`src/logic/page_stack_defs.svh`:
```
// constants of the page context stack: register indexes, field
// positions and reset values.
// assumes it is included by bare name from the design files and the bench.
`ifndef PAGE_STACK_DEFS_SVH
`define PAGE_STACK_DEFS_SVH

// ************************************************************
// register indexes (byte address is four times the index)
// ************************************************************
`define REG_IDX_CTRL 8'h84
`define REG_IDX_MIDDLE 8'h85
`define REG_IDX_ACTIVE 8'hA6
`define REG_IDX_BOTTOM 8'hA7

// ************************************************************
// address split and field layout
// ************************************************************
`define IDX_LSB 2
`define IDX_MSB 9
`define PAGE_MSB 7
`define CTRL_AUTO_BIT 0

// ************************************************************
// reset values
// ************************************************************
`define PAGE_RESET 8'h00
// only the automatic paging bit is kept, and it comes up set
`define CTRL_RESET 1'h1
`define READ_ZERO 32'h0000_0000

`endif

```
`src/logic/page_stack_pkg.sv`:
```
// types shared by the page context stack and its register front end.
// assumes nothing of its surroundings.
package page_stack_pkg;
   // one byte of page context
   typedef logic [7:0] page_t;
   // which stack entry a software write lands on
   typedef enum logic [1:0] {
      SEL_NONE = 2'b00,
      SEL_ACTIVE = 2'b01,
      SEL_MIDDLE = 2'b11,
      SEL_BOTTOM = 2'b10
   } entry_sel_t;
endpackage

```
`src/logic/page_stack_if.sv`:
```
// carrier between the register front end and the stack storage.
// assumes both ends run on the same clock.
`timescale 1ns/1ns
interface page_stack_if;
   import page_stack_pkg::*;
   logic push; // interrupt entry, one cycle
   logic pop; // return from interrupt, one cycle
   logic auto_load; // load the interrupt page on push
   page_t push_page; // page of the interrupting source
   logic wr_en; // accepted software write
   entry_sel_t wr_sel; // entry written
   page_t wr_data; // byte written
   page_t active; // top entry
   page_t middle; // second entry
   page_t bottom; // third entry
   modport ctrl (
      output push, pop, auto_load, push_page, wr_en, wr_sel, wr_data,
      input active, middle, bottom
   );
   modport stack (
      input push, pop, auto_load, push_page, wr_en, wr_sel, wr_data,
      output active, middle, bottom
   );
endinterface // page_stack_if

```
`src/logic/page_stack_core.sv`:
```
// storage of the three-entry page context stack.
// assumes push, pop and writes are single-cycle pulses on clk.
`timescale 1ns/1ns
`include "page_stack_defs.svh"
module page_stack_core (
   input wire logic clk,
   input wire logic rst_n,
   page_stack_if.stack stk
);
   import page_stack_pkg::*;

   // ************************************************************
   // stack entries
   // ************************************************************
   page_t active; // top, the page the core uses
   page_t middle; // second entry
   page_t bottom; // third entry
   page_t next_active;
   page_t next_middle;
   page_t next_bottom;

   assign stk.active = active;
   assign stk.middle = middle;
   assign stk.bottom = bottom;

   // next entries: hardware shift first, software write on top of it;
   // a write therefore wins for its own entry in a shared cycle
   always_comb begin
      next_active = active;
      next_middle = middle;
      next_bottom = bottom;
      if (stk.push) begin
         next_middle = active;
         next_bottom = middle;
         if (stk.auto_load) begin
            next_active = stk.push_page;
         end
      end else if (stk.pop) begin
         next_active = middle;
         next_middle = bottom;
      end
      if (stk.wr_en) begin
         case (stk.wr_sel)
            SEL_ACTIVE: next_active = stk.wr_data;
            SEL_MIDDLE: next_middle = stk.wr_data;
            SEL_BOTTOM: next_bottom = stk.wr_data;
            default: ;
         endcase
      end
   end

   // registers only; all entries clear on reset
   always_ff @(posedge clk or negedge rst_n) begin
      if (!rst_n) begin
         active <= `PAGE_RESET;
         middle <= `PAGE_RESET;
         bottom <= `PAGE_RESET;
      end else begin
         active <= next_active;
         middle <= next_middle;
         bottom <= next_bottom;
      end
   end
endmodule // page_stack_core

```
`src/logic/sfr_page_context_stack.sv`:
```
// page context stack with its Avalon-MM register front end.
// assumes irq_entry, irq_page and irq_return come from core logic on clk.
//
// What this block does
// - three byte levels: active, middle, bottom.
// - return copies bottom entry into middle.
// - writing bottom sets next middle after return.
// - reading bottom returns its current value.
// - direct accesses never push or pop.
// - only entry pushes, only return pops.
// - bottom is eight bits, read-write, resets zero.
// - bottom decoded independent of selected page.
// - auto paging loads interrupt page on entry.
// - return moves middle into active page.
// - auto paging off keeps active page.
`timescale 1ns/1ns
`include "page_stack_defs.svh"
module sfr_page_context_stack #(
   parameter int ADDR_W = 10
) (
   input wire logic clk,
   input wire logic rst_n,
   // Avalon-MM slave, byte addresses, one register per word
   input wire logic [ADDR_W-1:0] address,
   input wire logic read,
   input wire logic write,
   input wire logic [31:0] writedata,
   input wire logic [3:0] byteenable,
   output logic [31:0] readdata,
   output logic waitrequest,
   // core interrupt entry and return
   input wire logic irq_entry,
   input wire page_stack_pkg::page_t irq_page,
   input wire logic irq_return,
   output page_stack_pkg::page_t active_page,
   output logic auto_paging
);
   import page_stack_pkg::*;

   // ************************************************************
   // address decode
   // ************************************************************

   // true when the word index of addr equals idx; the selected page
   // plays no part, so every register here is seen from all pages
   function automatic logic hit(input logic [ADDR_W-1:0] addr,
                                input logic [7:0] idx);
      hit = (addr[`IDX_MSB:`IDX_LSB] == idx);
   endfunction

   logic hit_ctrl; // control register
   logic hit_middle; // second entry
   logic hit_active; // top entry
   logic hit_bottom; // third entry
   logic hit_any; // any mapped register

   always_comb begin
      hit_ctrl = hit(address, `REG_IDX_CTRL);
      hit_middle = hit(address, `REG_IDX_MIDDLE);
      hit_active = hit(address, `REG_IDX_ACTIVE);
      hit_bottom = hit(address, `REG_IDX_BOTTOM);
      hit_any = hit_ctrl | hit_middle | hit_active | hit_bottom;
   end

   // ************************************************************
   // handshake: every access answers after exactly one wait cycle
   // ************************************************************
   logic next_waitrequest;
   logic wr_acc; // write takes effect at this edge

   // waitrequest rests high; a new request drops it for one cycle, and
   // it rises again at the completing edge so a held request is not
   // taken twice
   always_comb begin
      next_waitrequest = 1'b1;
      if ((read | write) & waitrequest) begin
         next_waitrequest = 1'b0;
      end
   end

   // only the low byte lane carries data; other lanes are ignored
   assign wr_acc = write & ~waitrequest & byteenable[0];

   always_ff @(posedge clk or negedge rst_n) begin
      if (!rst_n) begin
         waitrequest <= 1'b1;
      end else begin
         waitrequest <= next_waitrequest;
      end
   end

   // ************************************************************
   // stack storage
   // ************************************************************
   page_stack_if stk ();

   page_stack_core u_core (
      .clk(clk),
      .rst_n(rst_n),
      .stk(stk.stack)
   );

   // hardware events reach the stack unchanged; register accesses
   // only drive the write port, never push or pop
   always_comb begin
      stk.push = irq_entry;
      stk.pop = irq_return;
      stk.auto_load = auto_paging;
      stk.push_page = irq_page;
      stk.wr_en = wr_acc & (hit_active | hit_middle | hit_bottom);
      stk.wr_data = writedata[`PAGE_MSB:0];
      if (hit_active) begin
         stk.wr_sel = SEL_ACTIVE;
      end else if (hit_middle) begin
         stk.wr_sel = SEL_MIDDLE;
      end else if (hit_bottom) begin
         stk.wr_sel = SEL_BOTTOM;
      end else begin
         stk.wr_sel = SEL_NONE;
      end
   end

   // ************************************************************
   // control register and outputs
   // ************************************************************
   logic next_auto_paging;
   page_t next_active_page;

   // only the automatic paging bit is kept; the rest reads zero
   always_comb begin
      next_auto_paging = auto_paging;
      if (wr_acc & hit_ctrl) begin
         next_auto_paging = writedata[`CTRL_AUTO_BIT];
      end
      next_active_page = stk.active;
   end

   // active_page is a copy of the top entry, one cycle behind it, so
   // the output comes from a flop of this module
   always_ff @(posedge clk or negedge rst_n) begin
      if (!rst_n) begin
         auto_paging <= `CTRL_RESET;
         active_page <= `PAGE_RESET;
      end else begin
         auto_paging <= next_auto_paging;
         active_page <= next_active_page;
      end
   end

   // ************************************************************
   // read data
   // ************************************************************
   logic [31:0] next_readdata;

   // captured in the wait cycle; unmapped words read zero. a push in
   // the wait cycle is not seen by this read, a trade for a flop output
   always_comb begin
      next_readdata = readdata;
      if (read & waitrequest) begin
         next_readdata = `READ_ZERO;
         if (hit_ctrl) begin
            next_readdata[`CTRL_AUTO_BIT] = auto_paging;
         end else if (hit_middle) begin
            next_readdata[`PAGE_MSB:0] = stk.middle;
         end else if (hit_active) begin
            next_readdata[`PAGE_MSB:0] = stk.active;
         end else if (hit_bottom) begin
            next_readdata[`PAGE_MSB:0] = stk.bottom;
         end
      end
   end

   always_ff @(posedge clk or negedge rst_n) begin
      if (!rst_n) begin
         readdata <= `READ_ZERO;
      end else begin
         readdata <= next_readdata;
      end
   end

   logic quiet; // no hardware event this cycle
   assign quiet = ~irq_entry & ~irq_return;
endmodule // sfr_page_context_stack

```
`config.mk`:
```
export PLATFORM = sky130hd
export DESIGN_NAME = sfr_page_context_stack
export DESIGN_NICKNAME = d
export VERILOG_FILES = /design/src/logic/page_stack_pkg.sv /design/src/logic/page_stack_if.sv /design/src/logic/page_stack_core.sv /design/src/logic/sfr_page_context_stack.sv
export VERILOG_INCLUDE_DIRS = /design/src /design/src/logic
export SDC_FILE = /design/constraint.sdc
export NUM_CORES = 1
export LEC_CHECK = 0
export ABC_AREA = 0
export BUFFER_PORTS_ARGS = -buffer_cell sky130_fd_sc_hd__buf_4
export CAP_MARGIN = 20
export CORE_MARGIN = 2
export CORE_UTILIZATION = 39
export CTS_CLUSTER_DIAMETER = 100
export DETAILED_ROUTE_END_ITERATION = 12
export PLACE_DENSITY = 0.71
export SKIP_CTS_REPAIR_TIMING = 1
export SLEW_MARGIN = 20
export SYNTH_ARGS = -nofsm -noshare
export SYNTH_HDL_FRONTEND = slang
export SYNTH_SLANG_ARGS = --single-unit
```
`constraint.sdc`:
```
create_clock -name clk -period 1.3 [get_ports clk]
set_input_delay 0.26 -clock clk [delete_from_list [all_inputs] [get_ports clk]]
set_output_delay 0.26 -clock clk [all_outputs]
set_load 0.005 [all_outputs]
```
==> results.md, run 1 <==
- Port Buf Inserts: 48
- Family with the most delay on the worst path: flip-flops
- Dpl cells: 351
- Register area share after synthesis: 0.4109
- Psw: 0.0009134 W
- Arr. time, crit path: 1620 ps
- Vias in the first global route: 1808
- Status: complete, but fails checks
- Critical path's slowest cell: dfstp_2
- Total global-route track usage: 0.1584
- R2r endpoint: u_core.stk.bottom[6]$_DFF_PN0_
- Final period util: 1.104
- Setup WS pre-CTS: -193.7 ps
- Violated checks: setup timing
- Max-slew violation count: 0
- Total number of vias: 1894
- Post-synth EDFFs: 0
- Overall die height: 85.08 µm
- H-tree levels: 2
- First-pass GRT wire length: 8.983 mm
- Sink Count: 42
- Share of post-route cells with drive strength above 1: 0.4140
- Final Cell Area: 0.003154 mm²
- Commonest non-fill, non-tap cell in the layout: buf_4
- Die Width: 85.08 µm
- Yosys reg bits: 42
- Critical Path Start: waitrequest$_DFF_PN1_
- Switch share: 0.2801
- Worst hold path class: input pin to register
- Core Area: 0.006350 mm²
- Total global routing overflow: 0
- WP depth: 3
- Maximum clock rate: 696.6 MHz
- Clock share of power: 0.272
- Pint: 0.002348 W
- Syn Std Cell Area: 0.002564 mm²
- Critical-path maximum fanout: 8
- R2R Setup Slk: -140 ps
- Die Footprint: 0.007238 mm²
- RSZ-0062 raised after global routing: yes
- WP data required: 1480 ps
- Max VDD drop: 574.3 µV
- Starting DRT DRC Count: 82
- Top_reg_cell synth: dfrtp_1
- TritonCTS clock tree: built
- Remaining DRCs: 0
- Worst reg2reg startpoint: waitrequest$_DFF_PN1_
- Placer Congestion: 0.7731
- Cells along the critical path: and2b_2, nand4_4, mux2_4
- Max-Cap Viols: 0
- Clk_lat worst skew: 290 ps
- R2r worst-path depth: 3
- Startpoint types: register
- Mapped Cells: 228
- PwrDens: 1034 mW/mm²
- Initial Util: 0.4037
- CTS Root Cell: clkbuf_8
- Sequential Power Share: 0.499
- Crit path setup slack, layout: -135.5 ps
- Critical Path End: u_core.stk.bottom[6]$_DFF_PN0_
- CP Capture Type: register
- Routed vias/inst: 5.232
- Area grow syn2layout: 23.04%
- Layout Cells excl Fill: 362
- Layout Nets: 344
- Crit path kind: register to register
- Highest cell delay on the worst timing path: 540 ps
- Slew @ Worst Pin: 553.8 ps
- Post-route ant nets: 0
- 1st-pass router iterations: 4
- Leakage: 1.596 nW
- Clk buf depth: 2
- Yosys Warn Count: 0
- Final clock skew: 4.106 ps
- Placement Rows: 29
- Synth cell types: 33
- Routed WL per cell: 15.45 µm
- Ant diodes: 0
- CTS Buf Count: 5
- Area after DPL: 0.002983 mm²
- Final setup fails: 26
- Largest net degree at the start of global routing: 43
- Tmin final: 1435 ps
- Commonest cells after routing, fill and taps aside: buf_4 (60), dfrtp_1 (40), mux2i_1 (32)
- Comb power frac: 0.229
- Fin. Hold Viols: 0
- Syn avg cell area: 11.24 µm²
- Worst rel slew slack: 0.6308
- Post-Route WL: 5.593 mm
- Buffers plus inverters on the worst setup path: 0
- I/O pin total: 102
- Worst-path clk slew: 80 ps
- Hpwl dp: 3.913 mm
- FFs w/ async S/R, synth: 1.000
- Initial antenna violation count: 0
metrics by stage:
stage | total power, W | util | setup TNS, ps | hold WS, ps
global placement | 0.002327 | 0.4698 | -4079 | 284.8
global route | 0.003450 | 0.4967 | -3709 | 150.3
finish | 0.003261 | 0.4967 | -2561 | 148.7
detailed placement | 0.002356 | 0.4698 | -4568 | 286.5
floorplan | 0.002113 | - | -1178 | -35.59
CTS | 0.003252 | 0.4847 | -2502 | -40.86
how the worst min path moves through the flow:
| stage | from | endpoint | slack (ps) | depth (start not counted) |
|---|---|---|---|---|
| 5_1_grt | write | waitrequest$_DFF_PN1_ | 150 | 2 |
| 4_1_cts | rst_n | active_page[5]$_DFF_PN0_ | -40 | 1 |
| 3_3_place_gp | rst_n | u_core.stk.active[6]$_DFF_PN0_ | 280 | 1 |
| 6_report | write | waitrequest$_DFF_PN1_ | 150 | 2 |
| 2_1_floorplan | rst_n | active_page[0]$_DFF_PN0_ | -40 | 0 |
| 3_5_place_dp | rst_n | u_core.stk.active[6]$_DFF_PN0_ | 290 | 1 |
cells by family after synthesis:
logic type / after synthesis / synth area share
buf+inv: 41 / 0.1137
other cells: 1 / 0.001463
mux: 65 / 0.2699
compound gates: 20 / 0.05857
flops: 42 / 0.4109
simple gates: 59 / 0.1454
per-layer routing:
metal  up-vias  global-route usage  part of all wire
met5         -                   0                 0
met4         0             0.06349             0.021
met3        10             0.03696             0.067
met2        64              0.2479              0.47
met1       925              0.2123              0.44
li1        895                   -                 -
worst reg2reg max path, delay by kind of cell, from the launching register on:
family           cells  cell delay, ps
flip-flops           1             540
AND/OR/NAND/NOR      2             440
multiplexers         1             340
registers in the layout, summed over array words and instances (netlist names):
| register | count |
|---|---|
| u_core.stk.active | 8 |
| u_core.stk.bottom | 8 |
| auto_paging | 1 |
| readdata | 8 |
| waitrequest | 1 |
| active_page | 8 |
| u_core.stk.middle | 8 |
layout make-up:
class | count | area, µm²
repair buffers | 66 | 534.3
clock inverters | 2 | 12.51
inverters | 1 | 3.754
fillers | 603 | 3196
multi-input cells | 168 | 1371
flip-flops and latches | 42 | 1054
clock buffers | 6 | 82.58
well taps | 77 | 96.34
cells in the mapped netlist (all sizes together) (3+ instances only):
cell / n / area, µm²
nand3: 7 / 35.03
nand2: 23 / 86.33
nor2: 3 / 18.77
mux2i: 32 / 320.3
buf: 31 / 235.2
o21ai: 9 / 45.04
nand4b: 7 / 61.31
dfrtp: 40 / 1001
nand4: 11 / 87.59
a32o: 8 / 80.08
clkbuf: 8 / 43.78
mux2: 33 / 371.6
power groups by stage:
stage	Sequential (W)	Combinational (W)	Clock (W)
6_report	0.00163	0.000748	0.000887
5_1_grt	0.00165	0.000826	0.000971
4_1_cts	0.00163	0.000705	0.000921
3_5_place_dp	0.00165	0.000705	0
3_3_place_gp	0.00165	0.000681	0
2_1_floorplan	0.00162	0.000491	0
(Power assumes the default switching activity.)
==> inputs of run 2 (changes only) <==
--- a/config.mk
+++ b/config.mk
@@ -14,6 +14,7 @@
 export CTS_CLUSTER_DIAMETER = 100
 export DETAILED_ROUTE_END_ITERATION = 12
 export PLACE_DENSITY = 0.71
+export SETUP_SLACK_MARGIN = 0.5
 export SKIP_CTS_REPAIR_TIMING = 1
 export SLEW_MARGIN = 20
 export SYNTH_ARGS = -nofsm -noshare
==> run 2 against run 1 <==
  * The flow finishes with violations (hold timing, setup timing)
  * Sequential power about the same
  * Clock power fell by 9.0%
  * Global-route usage down 0.59 points
  * Critical endpoint is now u_core.stk.middle[5]$_DFF_PN0_
  * Largest power group unchanged
==> results.md, run 2 (synthesized netlist as in run 1, its figures left out) <==
- Post-route ant nets: 0 (unchanged)
- Initial Util: 0.4037 (unchanged)
- Comb power frac: 0.230 (was 0.229)
- Critical Path End: u_core.stk.middle[5]$_DFF_PN0_ (was u_core.stk.bottom[6]$_DFF_PN0_)
- Fin. Hold Viols: 40 (was 0)
- Crit path kind: register to register (unchanged)
- Max-Cap Viols: 0 (unchanged)
- Die Width: 85.08 µm (unchanged)
- Commonest cells after routing, fill and taps aside: buf_4 (43), dfrtp_1 (40), mux2_2 (32), mux2i_1 (32), conb_1 (24) (was buf_4 (60), dfrtp_1 (40), mux2i_1 (32))
- Worst reg2reg startpoint: waitrequest$_DFF_PN1_ (unchanged)
- Tmin final: 1437 ps (was 1435 ps)
- Largest net degree at the start of global routing: 43 (unchanged)
- Starting DRT DRC Count: 165 (was 82)
- Final period util: 1.106 (was 1.104)
- Switch share: 0.2754 (was 0.2801)
- Setup WS pre-CTS: -189.2 ps (was -193.7 ps)
- Sequential Power Share: 0.516 (was 0.499)
- Worst rel slew slack: 0.6394 (was 0.6308)
- Clk_lat worst skew: 290 ps (about the same)
- CTS Root Cell: clkbuf_8 (unchanged)
- Status: complete, but fails checks (unchanged)
- H-tree levels: 2 (unchanged)
- Sink Count: 42 (unchanged)
- Violated checks: hold timing, setup timing (was setup timing)
- Max VDD drop: 590.9 µV (was 574.3 µV)
- Area grow syn2layout: 23.28% (was 23.04%)
- R2R Setup Slk: -140 ps (about the same)
- Critical-path maximum fanout: 8 (unchanged)
- Post-Route WL: 5.357 mm (was 5.593 mm)
- First-pass GRT wire length: 8.625 mm (was 8.983 mm)
- Hpwl dp: 3.884 mm (was 3.913 mm)
- PwrDens: 1003 mW/mm² (was 1034 mW/mm²)
- 1st-pass router iterations: 4 (unchanged)
- Layout Nets: 342 (was 344)
- Crit path setup slack, layout: -137.2 ps (was -135.5 ps)
- Initial antenna violation count: 0 (unchanged)
- Die Footprint: 0.007238 mm² (unchanged)
- Psw: 0.0008726 W (was 0.0009134 W)
- WP data required: 1480 ps (about the same)
- R2r worst-path depth: 3 (unchanged)
- Total number of vias: 1866 (was 1894)
- Worst hold path class: input pin to async pin (was input pin to register)
- R2r endpoint: u_core.stk.middle[5]$_DFF_PN0_ (was u_core.stk.bottom[6]$_DFF_PN0_)
- Remaining DRCs: 0 (unchanged)
- Hold_ws: -47.74 ps (was 148.7 ps)
- Slew @ Worst Pin: 540.9 ps (was 553.8 ps)
- Final Cell Area: 0.003161 mm² (was 0.003154 mm²)
- Max-slew violation count: 0 (unchanged)
- I/O pin total: 102 (unchanged)
- Routed vias/inst: 5.183 (was 5.232)
- Startpoint types: register (unchanged)
- CP Capture Type: register (unchanged)
- Maximum clock rate: 695.8 MHz (was 696.6 MHz)
- Area after DPL: 0.002995 mm² (was 0.002983 mm²)
- Clock share of power: 0.255 (was 0.272)
- Share of post-route cells with drive strength above 1: 0.4099 (was 0.4140)
- Arr. time, crit path: 1610 ps (was 1620 ps)
- Total global routing overflow: 0 (unchanged)
- Clk buf depth: 2 (unchanged)
- Commonest non-fill, non-tap cell in the layout: buf_4 (unchanged)
- Core Area: 0.006350 mm² (unchanged)
- Leakage: 1.566 nW (was 1.596 nW)
- RSZ-0062 raised after global routing: yes (unchanged)
- Total global-route track usage: 0.1525 (was 0.1584)
- Final clock skew: 5.818 ps (was 4.106 ps)
- Placer Congestion: 0.7460 (was 0.7731)
- Placement Rows: 29 (unchanged)
- Worst-path clk slew: 80 ps (about the same)
- Ant diodes: 0 (unchanged)
- CTS Buf Count: 5 (unchanged)
- Final setup fails: 26 (unchanged)
- Critical Path Start: waitrequest$_DFF_PN1_ (unchanged)
- Vias in the first global route: 1755 (was 1808)
- Total power: 0.003169 W (was 0.003261 W)
- Port Buf Inserts: 48 (unchanged)
- TritonCTS clock tree: built (unchanged)
- Pint: 0.002296 W (was 0.002348 W)
- Routed WL per cell: 14.88 µm (was 15.45 µm)
- Overall die height: 85.08 µm (unchanged)
## run 2: cell types whose count changed in the layout (fill, tap and decap cells not counted), moves of 3 or more
cell	previous run	this run
buf_4	60	43
buf_6	3	18
mux2_2	23	32
mux2_4	10	1
clkbuf_1	0	3
## run 2: how the worst min path moves through the flow
stage	start	end	slack, ps	cells past startpoint
global placement	rst_n	u_core.stk.active[6]$_DFF_PN0_	280	1
CTS	rst_n	active_page[7]$_DFF_PN0_	-40	1
detailed placement	rst_n	u_core.stk.active[6]$_DFF_PN0_	280	1
global route	rst_n	u_core.stk.middle[2]$_DFF_PN0_	-10	1
floorplan	rst_n	active_page[0]$_DFF_PN0_	-40	0
finish	rst_n	u_core.stk.active[6]$_DFF_PN0_	-50	1
## run 2: final cells by class
| class | count | area, µm² |
|---|---|---|
| multi-input cells | 168 | 1341 |
| fillers | 584 | 3189 |
| inverters | 1 | 3.754 |
| well taps | 77 | 96.34 |
| clock buffers | 8 | 80.08 |
| repair buffers | 64 | 585.6 |
| flip-flops and latches | 42 | 1054 |
## run 2: power groups by stage
stage,Sequential (W),Clock (W),Combinational (W)
after floorplan,0.00162,0,0.000493
after global placement,0.00165,0,0.000683
after detailed placement,0.00165,0,0.000702
after CTS,0.00163,0.000844,0.000704
after global routing,0.00166,0.000892,0.000810
final,0.00163,0.000807,0.000728
## run 2: metal layers
metal  track usage  share of wire
met5             0              0
met4       0.05483          0.022
met3       0.03405          0.060
met2        0.2422           0.46
met1        0.2051           0.46
## run 2: worst max-delay path: stages (launching register included)
cell,delay [ps]
dfstp_2,550
and2b_2,250
nand4_4,160
mux2_2,360
## run 2: through the flow
step	hold slack [ps]	util	setup TNS [ps]	instances
after detailed placement	282.6	0.4717	-4245	351
after global routing	-10.11	0.4977	-3660	360
after CTS	-38.10	0.4843	-2603	359
final	-47.74	0.4977	-2473	360
after floorplan	-35.59	-	-1178	251
after global placement	282.9	0.4717	-4019	351
==> inputs of run 3 (changes only) <==
--- a/config.mk
+++ b/config.mk
@@ -9,11 +9,13 @@
 export ABC_AREA = 0
 export BUFFER_PORTS_ARGS = -buffer_cell sky130_fd_sc_hd__buf_4
 export CAP_MARGIN = 20
+export CELL_PAD_IN_SITES_DETAIL_PLACEMENT = 1
+export CELL_PAD_IN_SITES_GLOBAL_PLACEMENT = 2
 export CORE_MARGIN = 2
-export CORE_UTILIZATION = 39
+export CORE_UTILIZATION = 27
 export CTS_CLUSTER_DIAMETER = 100
 export DETAILED_ROUTE_END_ITERATION = 12
-export PLACE_DENSITY = 0.71
+export PLACE_DENSITY = 0.79
 export SETUP_SLACK_MARGIN = 0.5
 export SKIP_CTS_REPAIR_TIMING = 1
 export SLEW_MARGIN = 20
==> run 3 against run 2 <==
  * Critical path depth is the same
  * Final cell count is 16% higher
  * Routed wire length up 25%
  * The flow still finishes with violations (hold timing, setup timing)
  * First-iteration DRC count shrank 72%
  * Highest routed layer unchanged
==> results.md, run 3 (synthesized netlist as in run 1, its figures left out) <==
- Hold_ws: -45.64 ps (was -47.74 ps)
- Placement Rows: 35 (was 29)
- Commonest cells after routing, fill and taps aside: buf_4 (47), dfrtp_1 (40), mux2i_1 (32) (was buf_4 (43), dfrtp_1 (40), mux2_2 (32), mux2i_1 (32), conb_1 (24))
- Tmin final: 1458 ps (was 1437 ps)
- Critical-path maximum fanout: 8 (unchanged)
- Final clock skew: 7.262 ps (was 5.818 ps)
- Clk_lat worst skew: 290 ps (about the same)
- Vias in the first global route: 2008 (was 1755)
- Hpwl dp: 4.618 mm (was 3.884 mm)
- Maximum clock rate: 685.8 MHz (was 695.8 MHz)
- WP data required: 1480 ps (about the same)
- Overall die height: 101.4 µm (was 85.08 µm)
- PwrDens: 985.8 mW/mm² (was 1003 mW/mm²)
- Port Buf Inserts: 48 (unchanged)
- Setup WS pre-CTS: -218.2 ps (was -189.2 ps)
- Die Footprint: 0.01029 mm² (was 0.007238 mm²)
- 1st-pass router iterations: 4 (unchanged)
- Family with the most delay on the worst path: flip-flops (unchanged)
- Total global-route track usage: 0.1300 (was 0.1525)
- I/O pin total: 102 (unchanged)
- Arr. time, crit path: 1640 ps (was 1610 ps)
- Crit path setup slack, layout: -158.2 ps (was -137.2 ps)
- Post-Route WL: 6.685 mm (was 5.357 mm)
- Fin. Hold Viols: 40 (unchanged)
- CTS Buf Count: 5 (unchanged)
- Startpoint types: register (unchanged)
- Initial Util: 0.2775 (was 0.4037)
- Violated checks: hold timing, setup timing (unchanged)
- Total number of vias: 1923 (was 1866)
- CTS Root Cell: clkbuf_8 (unchanged)
- H-tree levels: 2 (unchanged)
- Max VDD drop: 355.4 µV (was 590.9 µV)
- Post-route ant nets: 0 (unchanged)
- Final setup fails: 29 (was 26)
- Slew @ Worst Pin: 558.1 ps (was 540.9 ps)
- Post-layout util: 0.3563 (was 0.4977)
- Largest net degree at the start of global routing: 43 (unchanged)
- Worst-path clk slew: 80 ps (about the same)
- Highest cell delay on the worst timing path: 550 ps (about the same)
- Worst rel slew slack: 0.6279 (was 0.6394)
- Remaining DRCs: 0 (unchanged)
- Total global routing overflow: 0 (unchanged)
- Sink Count: 42 (unchanged)
- Crit path kind: register to register (unchanged)
- TritonCTS clock tree: built (unchanged)
- Die Width: 101.4 µm (was 85.08 µm)
- Routed WL per cell: 16.07 µm (was 14.88 µm)
- First-pass GRT wire length: 10.16 mm (was 8.625 mm)
- Cells along the critical path: and2b_2, nand4_4, mux2_2 (unchanged)
- FILL cells: 1026 (was 584)
- Buffers plus inverters on the worst setup path: 0 (unchanged)
- RSZ-0062 raised after global routing: yes (unchanged)
- Initial antenna violation count: 0 (unchanged)
- Core Area: 0.009240 mm² (was 0.006350 mm²)
- Worst reg2reg startpoint: waitrequest$_DFF_PN1_ (unchanged)
- Critical path's slowest cell: dfstp_2 (unchanged)
- Share of post-route cells with drive strength above 1: 0.4216 (was 0.4099)
- Leakage: 1.614 nW (was 1.566 nW)
- Max-slew violation count: 0 (unchanged)
- Critical Path Start: waitrequest$_DFF_PN1_ (unchanged)
- Max-Cap Viols: 0 (unchanged)
- Commonest non-fill, non-tap cell in the layout: buf_4 (unchanged)
- Layout Nets: 347 (was 342)
- Placer Congestion: 0.7321 (was 0.7460)
- Final period util: 1.122 (was 1.106)
- Worst hold path class: input pin to async pin (unchanged)
- Area grow syn2layout: 28.40% (was 23.28%)
- Clk buf depth: 2 (unchanged)
- Ant diodes: 0 (unchanged)
- Routed vias/inst: 4.623 (was 5.183)
- Status: complete, but fails checks (unchanged)
- Starting DRT DRC Count: 46 (was 165)
- CP Capture Type: register (unchanged)
-- run 3: cell count changes in the layout (fill, tap and decap cells not counted), moves of 2 or more --
| cell | before | now |
|---|---|---|
| buf_4 | 43 | 47 |
| mux2_4 | 1 | 9 |
| mux2_2 | 32 | 24 |
| buf_6 | 18 | 20 |
-- run 3: through the flow --
stage	power [W]	instances	area, µm²	setup TNS, ps
finish	0.003245	416	3292	-3079
global route	0.003443	416	3292	-4347
CTS	0.003215	410	3124	-3001
detailed placement	0.002380	403	3048	-5242
global placement	0.002344	403	3048	-4707
floorplan	0.002115	251	2704	-1178
-- run 3: final cells by class --
| cell class | instances | area, µm² | share of cell area |
|---|---|---|---|
| inverter | 1 | 3.754 | 0.001140 |
| timing repair buffer | 69 | 618.1 | 0.1878 |
| sequential | 42 | 1054 | 0.3200 |
| tap | 129 | 161.4 | 0.04903 |
| clock buffer | 7 | 76.32 | 0.02319 |
| multi-input combinational | 168 | 1379 | 0.4189 |
-- run 3: worst register-to-register path, cell delays in order (launching register included) --
cell	delay [ps]
dfstp_2	550
and2b_2	260
nand4_4	160
mux2_2	370
-- run 3: layer usage --
metal / vias up / share of wire / routed length [µm] / global-route usage
met5: - / 0 / 0 / 0
met3: 10 / 0.045 / 300 / 0.02277
met2: 59 / 0.51 / 3379 / 0.2298
met1: 955 / 0.43 / 2851 / 0.1562
li1: 899 / - / - / -
met4: 0 / 0.023 / 154 / 0.05198
-- run 3: worst paths after layout --
check | end | slack, ps | depth (start not counted)
max | u_core.stk.bottom[2]$_DFF_PN0_ | -160 | 3
min | u_core.stk.active[4]$_DFF_PN0_ | -50 | 1
min reg2reg | active_page[5]$_DFF_PN0_ | 470 | 0
min in group clk | waitrequest$_DFF_PN1_ | 110 | 2
max in group asynchronous | waitrequest$_DFF_PN1_ | 970 | 1
max reg2reg | u_core.stk.bottom[2]$_DFF_PN0_ | -160 | 3
-- run 3: where the power goes --
part / switching [W] / internal [W] / total (W)
Combinational: 0.000331 / 0.000465 / 0.000796
Clock: 0.000438 / 0.000371 / 0.000809
Sequential: 0.000158 / 0.00148 / 0.00164
